### config.mk
export PLATFORM = sky130hd
export DESIGN_NAME = fpsr_regs
export DESIGN_NICKNAME = d
export VERILOG_FILES = /design/src/fpsr_pkg.sv /design/src/fpsr_regs.sv
export VERILOG_INCLUDE_DIRS = /design/src /design/src/src
export SDC_FILE = /design/constraint.sdc
export NUM_CORES = 1
export LEC_CHECK = 0
export ABC_CLOCK_PERIOD_IN_PS = 4250
export BUFFER_PORTS_ARGS = -buffer_cell sky130_fd_sc_hd__buf_2
export CAP_MARGIN = 40
export CORE_MARGIN = 2
export CORE_UTILIZATION = 35
export CTS_BUF_LIST = sky130_fd_sc_hd__clkbuf_8
export CTS_CLUSTER_SIZE = 30
export DETAILED_ROUTE_END_ITERATION = 6
export SLEW_MARGIN = 5
export SYNTH_ARGS = -nofsm -noshare
export SYNTH_HDL_FRONTEND = slang
export SYNTH_SLANG_ARGS = --single-unit
### constraint.sdc
create_clock -name clk -period 4.25 [get_ports clk]
set_input_delay 0.425 -clock clk [delete_from_list [all_inputs] [get_ports clk]]
set_output_delay 0.425 -clock clk [all_outputs]
set_load 0.01 [all_outputs]
### src/fpsr_defs.svh
// Register map, field layout, reset values and timing constants
//
// Notes on behaviour
// - A pulse mask bit of 0 fires that LED pulse; 1 suppresses it.
// - Slot B pulse mask is bits 15:12; bit 12 is the first pulse.
// - Slot A pulse mask is bits 11:8; bit 8 is the first pulse.
// - Slot A float enable: 0 disables, 3 enables; 1 and 2 reserved.
// - Slot A five-bit precondition time, reset 0x08, delays first float interval.
// - Status upper byte reports bytes available in the sample FIFO.
// - Threshold counts two-byte words; the status count is in bytes.
// - Writing 1 to status bit 15 empties the FIFO; count reads zero.
// - Status bit 5 sets on slot A sample; write 1 clears, 0 keeps.
// - Status bit 6 sets on slot B sample; write 1 clears, 0 keeps.
// - Reserved status bits 7 and 4:0 clear on written ones.
// - Mask bit 8, reset 1, enables the FIFO threshold interrupt when 0.
// - Slot B float enable: 0 disables, 3 enables; 1 and 2 reserved.
// - Mask bits 6 and 5, reset 1, suppress slot B and A interrupts.
`ifndef FPSR_DEFS_SVH
`define FPSR_DEFS_SVH

// ----------------------------------------
// Register addresses
// ----------------------------------------
`define FPSR_ADDR_STATUS 8'h00
`define FPSR_ADDR_MASK 8'h01
`define FPSR_ADDR_FLOAT_B 8'h59
`define FPSR_ADDR_PULSE 8'h5a
`define FPSR_ADDR_FLOAT_A 8'h5e

// ----------------------------------------
// Reset values
// ----------------------------------------
`define FPSR_RST_MASK 16'h01ff
`define FPSR_RST_PULSE 16'h0010
`define FPSR_RST_FLOAT 16'h0808

// ----------------------------------------
// Field positions
// ----------------------------------------
`define FPSR_FIFO_CLR_BIT 15
`define FPSR_CNT_MSB 15
`define FPSR_CNT_LSB 8
`define FPSR_FLAG_B_BIT 6
`define FPSR_FLAG_A_BIT 5
`define FPSR_FIFO_MASK_BIT 8
`define FPSR_PULSE_B_LSB 12
`define FPSR_PULSE_A_LSB 8
`define FPSR_FLT_EN_MSB 14
`define FPSR_FLT_EN_LSB 13
`define FPSR_PRECON_MSB 12
`define FPSR_PRECON_LSB 8
`define FPSR_FLT_EN_ON 2'h3

// ----------------------------------------
// Timing
// ----------------------------------------
`define FPSR_CLK_PERIOD_NS 25
`define FPSR_PRECON_UNIT_NS 2000
`define FPSR_PRECON_UNIT_CYC (`FPSR_PRECON_UNIT_NS / `FPSR_CLK_PERIOD_NS)

`endif

### src/fpsr_pkg.sv
// Shared types for the float, pulse and status register block
package fpsr_pkg;
  typedef enum logic {FPSR_TMR_IDLE, FPSR_TMR_PRECON} fpsr_tmr_t;
endpackage

### src/fpsr_regs.sv
// Float, pulse mask and system status registers with slot timing
`timescale 1ns/10ps
`default_nettype none
`include "fpsr_defs.svh"

module fpsr_regs #(
  parameter int CNT_W = 8,
  parameter int THR_W = 6,
  parameter int TMR_W = 12
) (
  input wire logic clk,
  input wire logic rst,
  input wire logic [7:0] reg_addr,
  input wire logic [15:0] reg_wdata,
  input wire logic reg_wr,
  input wire logic reg_rd,
  output logic [15:0] reg_rdata,
  input wire logic slot_a_sample_evt,
  input wire logic slot_b_sample_evt,
  input wire logic fifo_word_push,
  input wire logic fifo_byte_pop,
  input wire logic [THR_W-1:0] fifo_thresh_words,
  input wire logic slot_a_pulse_req,
  input wire logic slot_b_pulse_req,
  input wire logic [1:0] pulse_index,
  output logic slot_a_led_fire,
  output logic slot_b_led_fire,
  input wire logic [1:0] slot_start,
  output logic [1:0] float_start,
  output logic fifo_clear,
  output logic irq
);

  // ----------------------------------------
  // Decode
  // ----------------------------------------
  function automatic logic hit(input logic [7:0] a, input logic [7:0] r);
    hit = (a == r);
  endfunction

  logic wr_status;
  logic wr_mask;
  logic wr_pulse;
  logic wr_flt_a;
  logic wr_flt_b;
  assign wr_status = reg_wr && hit(reg_addr, `FPSR_ADDR_STATUS);
  assign wr_mask = reg_wr && hit(reg_addr, `FPSR_ADDR_MASK);
  assign wr_pulse = reg_wr && hit(reg_addr, `FPSR_ADDR_PULSE);
  assign wr_flt_a = reg_wr && hit(reg_addr, `FPSR_ADDR_FLOAT_A);
  assign wr_flt_b = reg_wr && hit(reg_addr, `FPSR_ADDR_FLOAT_B);

  // ----------------------------------------
  // Control registers
  // ----------------------------------------
  logic [15:0] mask_reg, mask_next;
  logic [15:0] pulse_reg, pulse_next;
  logic [15:0] flt_a_reg, flt_a_next;
  logic [15:0] flt_b_reg, flt_b_next;

  always_comb begin
    mask_next = wr_mask ? reg_wdata : mask_reg;
    pulse_next = wr_pulse ? reg_wdata : pulse_reg;
    flt_a_next = wr_flt_a ? reg_wdata : flt_a_reg;
    flt_b_next = wr_flt_b ? reg_wdata : flt_b_reg;
  end

  always_ff @(posedge clk or posedge rst) begin
    if (rst) begin
      mask_reg <= `FPSR_RST_MASK;
      pulse_reg <= `FPSR_RST_PULSE;
      flt_a_reg <= `FPSR_RST_FLOAT;
      flt_b_reg <= `FPSR_RST_FLOAT;
    end else begin
      mask_reg <= mask_next;
      pulse_reg <= pulse_next;
      flt_a_reg <= flt_a_next;
      flt_b_reg <= flt_b_next;
    end
  end

  // ----------------------------------------
  // Status: FIFO count and sample flags
  // ----------------------------------------
  logic [CNT_W-1:0] cnt_reg, cnt_next;
  logic flag_a_reg, flag_a_next;
  logic flag_b_reg, flag_b_next;
  logic clr_fifo;
  logic fifo_over;

  assign clr_fifo = wr_status && reg_wdata[`FPSR_FIFO_CLR_BIT];
  // Threshold in words, count in bytes
  assign fifo_over = cnt_reg > {{(CNT_W-THR_W-1){1'b0}}, fifo_thresh_words, 1'b0};

  always_comb begin
    cnt_next = cnt_reg;
    if (clr_fifo) begin
      cnt_next = '0;
    end else begin
      // Saturates rather than wraps if the source misbehaves
      if (fifo_word_push && cnt_reg < {CNT_W{1'b1}} - CNT_W'(1)) begin
        cnt_next = cnt_next + CNT_W'(2);
      end
      if (fifo_byte_pop && cnt_next != '0) begin
        cnt_next = cnt_next - CNT_W'(1);
      end
    end
    // Event in the clearing cycle wins
    flag_a_next = slot_a_sample_evt |
      (flag_a_reg & ~(wr_status & reg_wdata[`FPSR_FLAG_A_BIT]));
    flag_b_next = slot_b_sample_evt |
      (flag_b_reg & ~(wr_status & reg_wdata[`FPSR_FLAG_B_BIT]));
  end

  always_ff @(posedge clk or posedge rst) begin
    if (rst) begin
      cnt_reg <= '0;
      flag_a_reg <= 1'b0;
      flag_b_reg <= 1'b0;
    end else begin
      cnt_reg <= cnt_next;
      flag_a_reg <= flag_a_next;
      flag_b_reg <= flag_b_next;
    end
  end

  // ----------------------------------------
  // Interrupt and FIFO clear strobe
  // ----------------------------------------
  logic irq_reg, irq_next;
  logic fclr_reg, fclr_next;

  always_comb begin
    irq_next = (flag_a_reg & ~mask_reg[`FPSR_FLAG_A_BIT]) |
               (flag_b_reg & ~mask_reg[`FPSR_FLAG_B_BIT]) |
               (fifo_over & ~mask_reg[`FPSR_FIFO_MASK_BIT]);
    fclr_next = clr_fifo;
  end

  always_ff @(posedge clk or posedge rst) begin
    if (rst) begin
      irq_reg <= 1'b0;
      fclr_reg <= 1'b0;
    end else begin
      irq_reg <= irq_next;
      fclr_reg <= fclr_next;
    end
  end

  assign irq = irq_reg;
  assign fifo_clear = fclr_reg;

  // ----------------------------------------
  // Pulse firing
  // ----------------------------------------
  logic [3:0] skip_a;
  logic [3:0] skip_b;
  logic fire_a_reg, fire_a_next;
  logic fire_b_reg, fire_b_next;

  assign skip_a = pulse_reg[`FPSR_PULSE_A_LSB+3:`FPSR_PULSE_A_LSB];
  assign skip_b = pulse_reg[`FPSR_PULSE_B_LSB+3:`FPSR_PULSE_B_LSB];

  always_comb begin
    fire_a_next = slot_a_pulse_req & ~skip_a[pulse_index];
    fire_b_next = slot_b_pulse_req & ~skip_b[pulse_index];
  end

  always_ff @(posedge clk or posedge rst) begin
    if (rst) begin
      fire_a_reg <= 1'b0;
      fire_b_reg <= 1'b0;
    end else begin
      fire_a_reg <= fire_a_next;
      fire_b_reg <= fire_b_next;
    end
  end

  assign slot_a_led_fire = fire_a_reg;
  assign slot_b_led_fire = fire_b_reg;

  // ----------------------------------------
  // Float preconditioning timers, index 0 slot A, 1 slot B
  // ----------------------------------------
  logic [15:0] flt_cfg [2];
  assign flt_cfg[0] = flt_a_reg;
  assign flt_cfg[1] = flt_b_reg;

  genvar gi;
  generate
    for (gi = 0; gi < 2; gi++) begin : g_slot
      fpsr_pkg::fpsr_tmr_t st_reg, st_next;
      logic [TMR_W-1:0] tmr_reg, tmr_next;
      logic fs_reg, fs_next;
      logic en;
      logic [4:0] precon;
      // Reserved codes 1 and 2 are treated as disabled
      assign en = flt_cfg[gi][`FPSR_FLT_EN_MSB:`FPSR_FLT_EN_LSB] == `FPSR_FLT_EN_ON;
      assign precon = flt_cfg[gi][`FPSR_PRECON_MSB:`FPSR_PRECON_LSB];

      always_comb begin
        st_next = st_reg;
        tmr_next = tmr_reg;
        fs_next = 1'b0;
        unique case (st_reg)
          fpsr_pkg::FPSR_TMR_IDLE: begin
            if (slot_start[gi] && en) begin
              st_next = fpsr_pkg::FPSR_TMR_PRECON;
              tmr_next = TMR_W'(precon * `FPSR_PRECON_UNIT_CYC);
            end
          end
          fpsr_pkg::FPSR_TMR_PRECON: begin
            if (!en) begin
              st_next = fpsr_pkg::FPSR_TMR_IDLE;
            end else if (tmr_reg == '0) begin
              fs_next = 1'b1;
              st_next = fpsr_pkg::FPSR_TMR_IDLE;
            end else begin
              tmr_next = tmr_reg - TMR_W'(1);
            end
          end
        endcase
      end

      always_ff @(posedge clk or posedge rst) begin
        if (rst) begin
          st_reg <= fpsr_pkg::FPSR_TMR_IDLE;
          tmr_reg <= '0;
          fs_reg <= 1'b0;
        end else begin
          st_reg <= st_next;
          tmr_reg <= tmr_next;
          fs_reg <= fs_next;
        end
      end

      assign float_start[gi] = fs_reg;
    end
  endgenerate

  // ----------------------------------------
  // Read port
  // ----------------------------------------
  logic [15:0] rd_reg, rd_next;

  always_comb begin
    rd_next = rd_reg;
    if (reg_rd) begin
      rd_next = '0;
      unique case (1'b1)
        hit(reg_addr, `FPSR_ADDR_STATUS): begin
          // Reserved bits 7 and 4:0 never set, so ones written clear them
          rd_next[`FPSR_CNT_MSB:`FPSR_CNT_LSB] = cnt_reg;
          rd_next[`FPSR_FLAG_A_BIT] = flag_a_reg;
          rd_next[`FPSR_FLAG_B_BIT] = flag_b_reg;
        end
        hit(reg_addr, `FPSR_ADDR_MASK): rd_next = mask_reg;
        hit(reg_addr, `FPSR_ADDR_PULSE): rd_next = pulse_reg;
        hit(reg_addr, `FPSR_ADDR_FLOAT_A): rd_next = flt_a_reg;
        hit(reg_addr, `FPSR_ADDR_FLOAT_B): rd_next = flt_b_reg;
        default: rd_next = '0;
      endcase
    end
  end

  always_ff @(posedge clk or posedge rst) begin
    if (rst) begin
      rd_reg <= '0;
    end else begin
      rd_reg <= rd_next;
    end
  end

  assign reg_rdata = rd_reg;

  // Saturating run of slot A enable, so a legal mid-count abort passes
  localparam int PRECON_ONE_EDGES = `FPSR_PRECON_UNIT_CYC + 2;
  logic [7:0] en_hold_reg, en_hold_next;

  always_comb begin
    en_hold_next = !g_slot[0].en ? 8'h00 : en_hold_reg + 8'(en_hold_reg != 8'hff);
  end

  always_ff @(posedge clk or posedge rst) begin
    if (rst) begin
      en_hold_reg <= 8'h00;
    end else begin
      en_hold_reg <= en_hold_next;
    end
  end
endmodule
`default_nettype wire

# ---- Yosys cells after proc, flatten, opt, wreduce, memory -nomap -nowiden
# Cells that the tools add are included.
dict set report word_totals {
  regBits 122
  inputBits 44
  output_inout_bits 22
  elab_cells 111
}
dict set report op_classes {
  add_sub_neg 4
  multipliers 2
  order_cmp 3
  eq_ne 12
  n_mux 34
  bitwise 22
  reduce_logical 16
}
# op count
set op_table {}
lappend op_table {{2-to-1 mux 12 bit} 6}
lappend op_table {{case mux 12 bit (2 select lines)} 2}
lappend op_table {{case mux 8 bit (5 select lines)} 1}
lappend op_table {{2-to-1 mux 8 bit} 4}
lappend op_table {{== test 8 x 7 -> 1 bit (second input constant)} 3}
lappend op_table {{zero test 12 bit} 2}
lappend op_table {{subtractor 12 x 1 -> 12 bit (second input constant)} 2}
lappend op_table {{case mux 5 bit (4 select lines)} 1}
lappend op_table {{multiplier 5 x 3 -> 8 bit (second input constant)} 2}
lappend op_table {{2-to-1 mux 1 bit} 14}
lappend op_table {{logical AND 1 bit} 10}
lappend op_table {{case mux 2 bit (5 select lines)} 1}
lappend op_table {{AND 1 bit} 9}
lappend op_table {{inverter 1 bit} 9}
lappend op_table {{adder 8 x 2 -> 8 bit (second input constant)} 1}
lappend op_table {{== test 8 x 1 -> 1 bit (second input constant)} 1}
lappend op_table {{greater-than comparator 8 x 7 -> 1 bit} 1}
lappend op_table {{zero test 8 bit} 1}
lappend op_table {{less-than comparator 8 bit (second input constant)} 1}
lappend op_table {{!= test 2 bit (second input constant)} 4}
lappend op_table {{nonzero test 8 bit} 1}
lappend op_table {{subtractor 8 x 1 -> 8 bit (second input constant)} 1}
lappend op_table {{AND reduction 3 bit} 2}
lappend op_table {{binary-select mux 1 bit (select 2 bit)} 2}
lappend op_table {{other kinds (6)} 12}

# ---- Depth between registers and ports, before layout
dict set report logic_depth {
  ltp_word 8
  ltp_mapped 10
  mapped_depth_nobuf 9
}

# ---- Worst setup path before layout
# No wires, ideal clock.
dict set report synth_path {
  kind {flip-flop to flip-flop}
  from {register g_slot[1].tmr_reg[0]}
  to {register g_slot[1].tmr_reg[2]}
  setup_time_ps 127
  arrival_time_ps 2123
  required_time_ps 4123
  slack_ps 2000
  stages_incl_launch_ff 11
  path_buffers 1
  synth_period_minus_slack_ps 2250
  path_cell_list {dfrtp_1 -> inv_1 -> ha_1 -> or3b_2 -> nor3_1 -> a31o_2 -> buf_2 -> inv_2 -> nand2_1 -> xor2_1 -> nor2_1}
}
dict set report synth_between {
  elab_chain_cells 4
  word_cells_on_any_way 7
  cone_classes {add/sub: 1; eq/ne: 1; mux: 3; reduce/logical: 2}
}
# element line
set synth_rtl {}
lappend synth_rtl {{start, declared} fpsr_regs.sv:192} ;# logic [TMR_W-1:0] tmr_reg, tmr_next;
lappend synth_rtl {{start signal, assigned} fpsr_regs.sv:231} ;# tmr_reg <= tmr_next;
lappend synth_rtl {{subtractor 12 x 1 -> 12 bit} fpsr_regs.sv:218} ;# tmr_next = tmr_reg - TMR_W'(1);
lappend synth_rtl {{2-to-1 mux 12 bit} fpsr_regs.sv:214} ;# end else if (tmr_reg == '0) begin
lappend synth_rtl {{2-to-1 mux 12 bit} fpsr_regs.sv:212} ;# if (!en) begin
lappend synth_rtl {{case mux 12 bit (2 select lines)} fpsr_regs.sv:204} ;# unique case (st_reg)
# Parallel ways exist; a longest one is shown, timed or not. The select of a mux whose other input is x is not followed.
# A chain may end at the register's enable or synchronous reset.

# ---- Final worst setup path
dict set report layout_path {
  from {register g_slot[0].tmr_reg[0]}
  to {register g_slot[0].tmr_reg[2]}
}
dict set report layout_between {
  elab_chain_cells 4
  word_cells_on_any_way 7
  cone_classes {add/sub: 1; eq/ne: 1; mux: 3; reduce/logical: 2}
}
# element line
set layout_rtl {}
lappend layout_rtl {{start, declared} fpsr_regs.sv:192}
lappend layout_rtl {{start signal, assigned} fpsr_regs.sv:231}
lappend layout_rtl {{subtractor 12 x 1 -> 12 bit} fpsr_regs.sv:218}
lappend layout_rtl {{2-to-1 mux 12 bit} fpsr_regs.sv:214}
lappend layout_rtl {{2-to-1 mux 12 bit} fpsr_regs.sv:212}
lappend layout_rtl {{case mux 12 bit (2 select lines)} fpsr_regs.sv:204}
# Parallel ways exist; a longest one is shown, timed or not. The select of a mux whose other input is x is not followed.

==> results summary <==
The run finished with clean final reports. The power density normalized to cell area came out at 394.0 nW/µm². The setup total negative slack is 0 ns.

The end-of-flow core utilization is 40.73%. In this run the post-CTS setup repair buffer count came out at 0. The count of buffer and inverter cells on the critical path is 2. The clock skew is 0.007401 ns.

After synthesis, the share of flip-flops with an asynchronous set or reset is 100.0%. The total die area is 19230 µm². The shortest period the worst path allows came out at 2.844 ns. The number of global-route vias before repair came out at 4961.

The average size of a mapped cell is 11.02 µm². The worst voltage drop across the vdd grid came out at 0.2023 mV. The number of clock sinks is 122.

The worst setup path is captured at a flop. The number of vias after detailed routing is 4906. Summing all non-filler instances in the final layout gives an area of 7291 µm². TritonCTS built the clock tree.

The longest clock path from root to sink contains 2 buffers. The register cell area after layout is 3070 µm². The total routing resource utilization after global routing came out at 16.40%. The filler cell count came out at 1754. The highest clock rate came out at 351.6 MHz. The total met3 wirelength after detailed routing came out at 782 µm.

After synthesis the netlist holds a flip-flop and latch count of 122. Cells with a size suffix above 1 make up 30.59% of the layout. The global route total overflow came out at 0. Of all cell types, the one taking the most synthesized area is sky130_fd_sc_hd__dfrtp_1. The path type of the worst min-delay path is primary input to async pin. The number of core rows is 49. Buffers placed on the I/O ports in this run total 65.

The count of endpoints failing setup in the final report came out at 0. The cell that appears most often on the critical path is sky130_fd_sc_hd__inv_1. The register clock-pin slew on the reported worst setup and hold paths came out at 0.08 ns. The post-synthesis to final-layout area growth is 14.84%.

The number of placed I/O pins is 66. The iteration count of the initial detailed-routing pass came out at 6. After detailed routing, the number of remaining DRC violations is 0. The type of element launching the critical path is a flop.

The DRC violation total after the first TritonRoute iteration came out at 484. Among cell families on the critical path, the largest total delay comes from simple AND/OR/NAND/NOR gates. Traced cell by cell, the critical path runs through inv_1 > ha_1 > or3b_2 > nor4b_1 > a211o_2 > inv_1 > nand2_1 > xor2_1 > nor2_1.

The HPWL reported at the end of detailed placement came out at 11260 µm. The synthesized netlist net count is 645. The average routed wire per standard cell came out at 17.43 µm. After floorplanning, the core was sized to cover 17900 µm². The multi-input combinational cell area came out at 3044 µm². After detailed routing, no signal wire sits above met4.

The die is 138.7 µm tall. The summed instance area of the synthesized netlist came out at 6349 µm². The count of yosys warnings during synthesis came out at 0. The largest fanout on the critical path is 16. Final hold analysis gives a worst-case slack of 0.07942 ns. Once placement finished, the instance area stood at 6907 µm². In this run the tightest slew margin relative to its limit is 44.82%. The congestion estimate from routability-driven global placement came to 0.8320.

The number of antenna diodes in the final layout is 0. The largest net degree at the start of global routing came out at 55. The prevailing post-synth register cell is sky130_fd_sc_hd__dfrtp_1. The final period utilization is 66.92%. The total of max-cap violations is 0. At the later pin of the worst-skew pair, clock insertion delay measures 0.45 ns. On the worst path, the slowest cell contributes a delay of 0.57 ns. The final-report hold violation count came to 0. Once the clock tree was built, the resizer swapped 0 gates to a different size. The number of clock buffers inserted by TritonCTS is 17. Wires add up to 15440 µm. The cell count after synthesis came out at 576. The root buffer cell is sky130_fd_sc_hd__clkbuf_8. The starting utilization of the core area is 35.46%. The total number of H-tree levels came out at 4. The post-route antenna net violation count is 0.

Setup repair after global routing left no endpoint under its margin. The net count reported at finish is 713. The worst path arrival time came out at 3.17 ns. The average vias per placed instance came out at 5.537. The flip-flop count of the largest register, all copies and words added came out at 24. The number of unique standard cell types used by synthesis is 62.

The area share of the largest cell type after synthesis came out at 42.57%. The initial antenna violation count is 0. In this run, post-CTS hold repair placed 0 buffers. The first global-routing pass estimated 25190 µm of wire. The max-slew violation total from the final report is 0. The critical path class is flop to flop. The horizontal die dimension is 138.7 µm. Sorting the synthesized cells by area gives the leading types as sky130_fd_sc_hd__dfrtp_1, sky130_fd_sc_hd__mux2_2, sky130_fd_sc_hd__dfstp_2, sky130_fd_sc_hd__ha_1, sky130_fd_sc_hd__nand2_1.

In the final routing, the length of wire on met1 measures 6785 µm. The part of the Yosys area used for sequential elements is 48.36%. The synthesized design contains 0 enable-type register cells.

For this design, the slowest cell found on the critical path is sky130_fd_sc_hd__nor4b_1. The required time at the worst-slack endpoint came out at 4.58 ns. The analysis attributes to cell leakage a power of 3.447 nW. The transition time of the tightest slew-check pin came out at 0.8256 ns. After detailed routing, the met2 layer carries 7533 µm of wire.
==> per-layer routing <==
metal | GRT usage (%) | up-vias
li1 | - | 2295
met1 | 21.08 | 2440
met2 | 26.32 | 145
met4 | 6.964 | 0
met5 | 0 | -
met3 | 4.385 | 26
==> final timing paths <==
kind / start / end / slack, ns / cells after the start
min in group clk: slot_b_sample_evt / flag_b_reg / 0.15 / 2
worst min register to register: flt_b_reg[7] / flt_b_reg[7] / 0.51 / 1
worst max register to register: g_slot[0].tmr_reg[0] / g_slot[0].tmr_reg[2] / 1.41 / 9
worst max-delay path: g_slot[0].tmr_reg[0] / g_slot[0].tmr_reg[2] / 1.41 / 9
worst min-delay path: rst / reg_rdata[13] / 0.08 / 2
max in group asynchronous: rst / mask_reg[1] / 3.14 / 3
==> final cells by class <==
type                    count  share of cell area [%]
inverters                  32                   1.682
multi-input cells         398                   41.75
well taps                 229                   3.930
repair buffers             73                   5.251
clock buffers              19                   3.587
flip-flops and latches    122                   42.11
clock inverters            13                   1.682
==> kinds of logic (layout without fill, tap and decap cells) <==
family          after synthesis  after routing  synth area share, %
compound gates              137            137                14.92
xor+xnor                     11             11                1.518
fa+ha+maj                    25             25                5.164
buf+inv                      56            137                3.685
flops                       122            122                48.36
mux                          74             74                13.95
simple gates                151            151                12.40
==> cell usage in the layout, fill, tap and decap left out, types with 6 or more instances in the layout <==
master                       instances
sky130_fd_sc_hd__clkinvlp_4          7
sky130_fd_sc_hd__mux2i_1             6
sky130_fd_sc_hd__nor2_1             39
sky130_fd_sc_hd__nand2_1            47
sky130_fd_sc_hd__o22a_1              6
sky130_fd_sc_hd__mux2_4             10
sky130_fd_sc_hd__dfrtp_1           108
sky130_fd_sc_hd__a21oi_1            32
sky130_fd_sc_hd__o21ai_0            12
sky130_fd_sc_hd__a222oi_1           16
sky130_fd_sc_hd__nand3_1             9
sky130_fd_sc_hd__buf_2              66
sky130_fd_sc_hd__a22oi_1            12
sky130_fd_sc_hd__clkbuf_8           19
sky130_fd_sc_hd__buf_4               7
sky130_fd_sc_hd__nand4_1             8
sky130_fd_sc_hd__ha_1               23
sky130_fd_sc_hd__inv_1              29
sky130_fd_sc_hd__a21boi_0            6
sky130_fd_sc_hd__o22ai_1            18
sky130_fd_sc_hd__dfstp_2            14
sky130_fd_sc_hd__or3_1               6
sky130_fd_sc_hd__nor3_1             10
sky130_fd_sc_hd__xor2_1              6
sky130_fd_sc_hd__mux2_2             56
sky130_fd_sc_hd__a31oi_1            12
==> metrics by stage <==
step / setup WS, ns / total power, mW / instances
after floorplan: 0.6056 / 1.723 / 576
after global placement: 1.488 / 1.881 / 853
after detailed placement: 1.361 / 1.904 / 854
after CTS: 1.441 / 2.894 / 886
after global routing: 1.195 / 3.030 / 886
final: 1.406 / 2.872 / 886
==> report_power, final <==
part           switching [mW]  leakage (nW)  internal, mW
combinational           0.295          1.73         0.214
sequential              0.127          1.55          1.25
clock                   0.495         0.172         0.493
==> Yosys cell counts (all sizes together) (4+ instances only) <==
cell type / count
buf: 9
a31oi: 12
nand3: 9
nor3: 11
clkbuf: 15
inv: 31
nor4: 5
a21oi: 32
dfrtp: 108
a222oi: 16
a21boi: 6
and3: 4
xor2: 6
nor2: 39
o21ai: 12
a21o: 5
dfstp: 14
ha: 23
o22a: 6
a22oi: 12
mux2i: 6
or3: 6
mux2: 66
o22ai: 18
nand4: 8
xnor2: 5
nand2: 48
(Power assumes the default switching activity.)
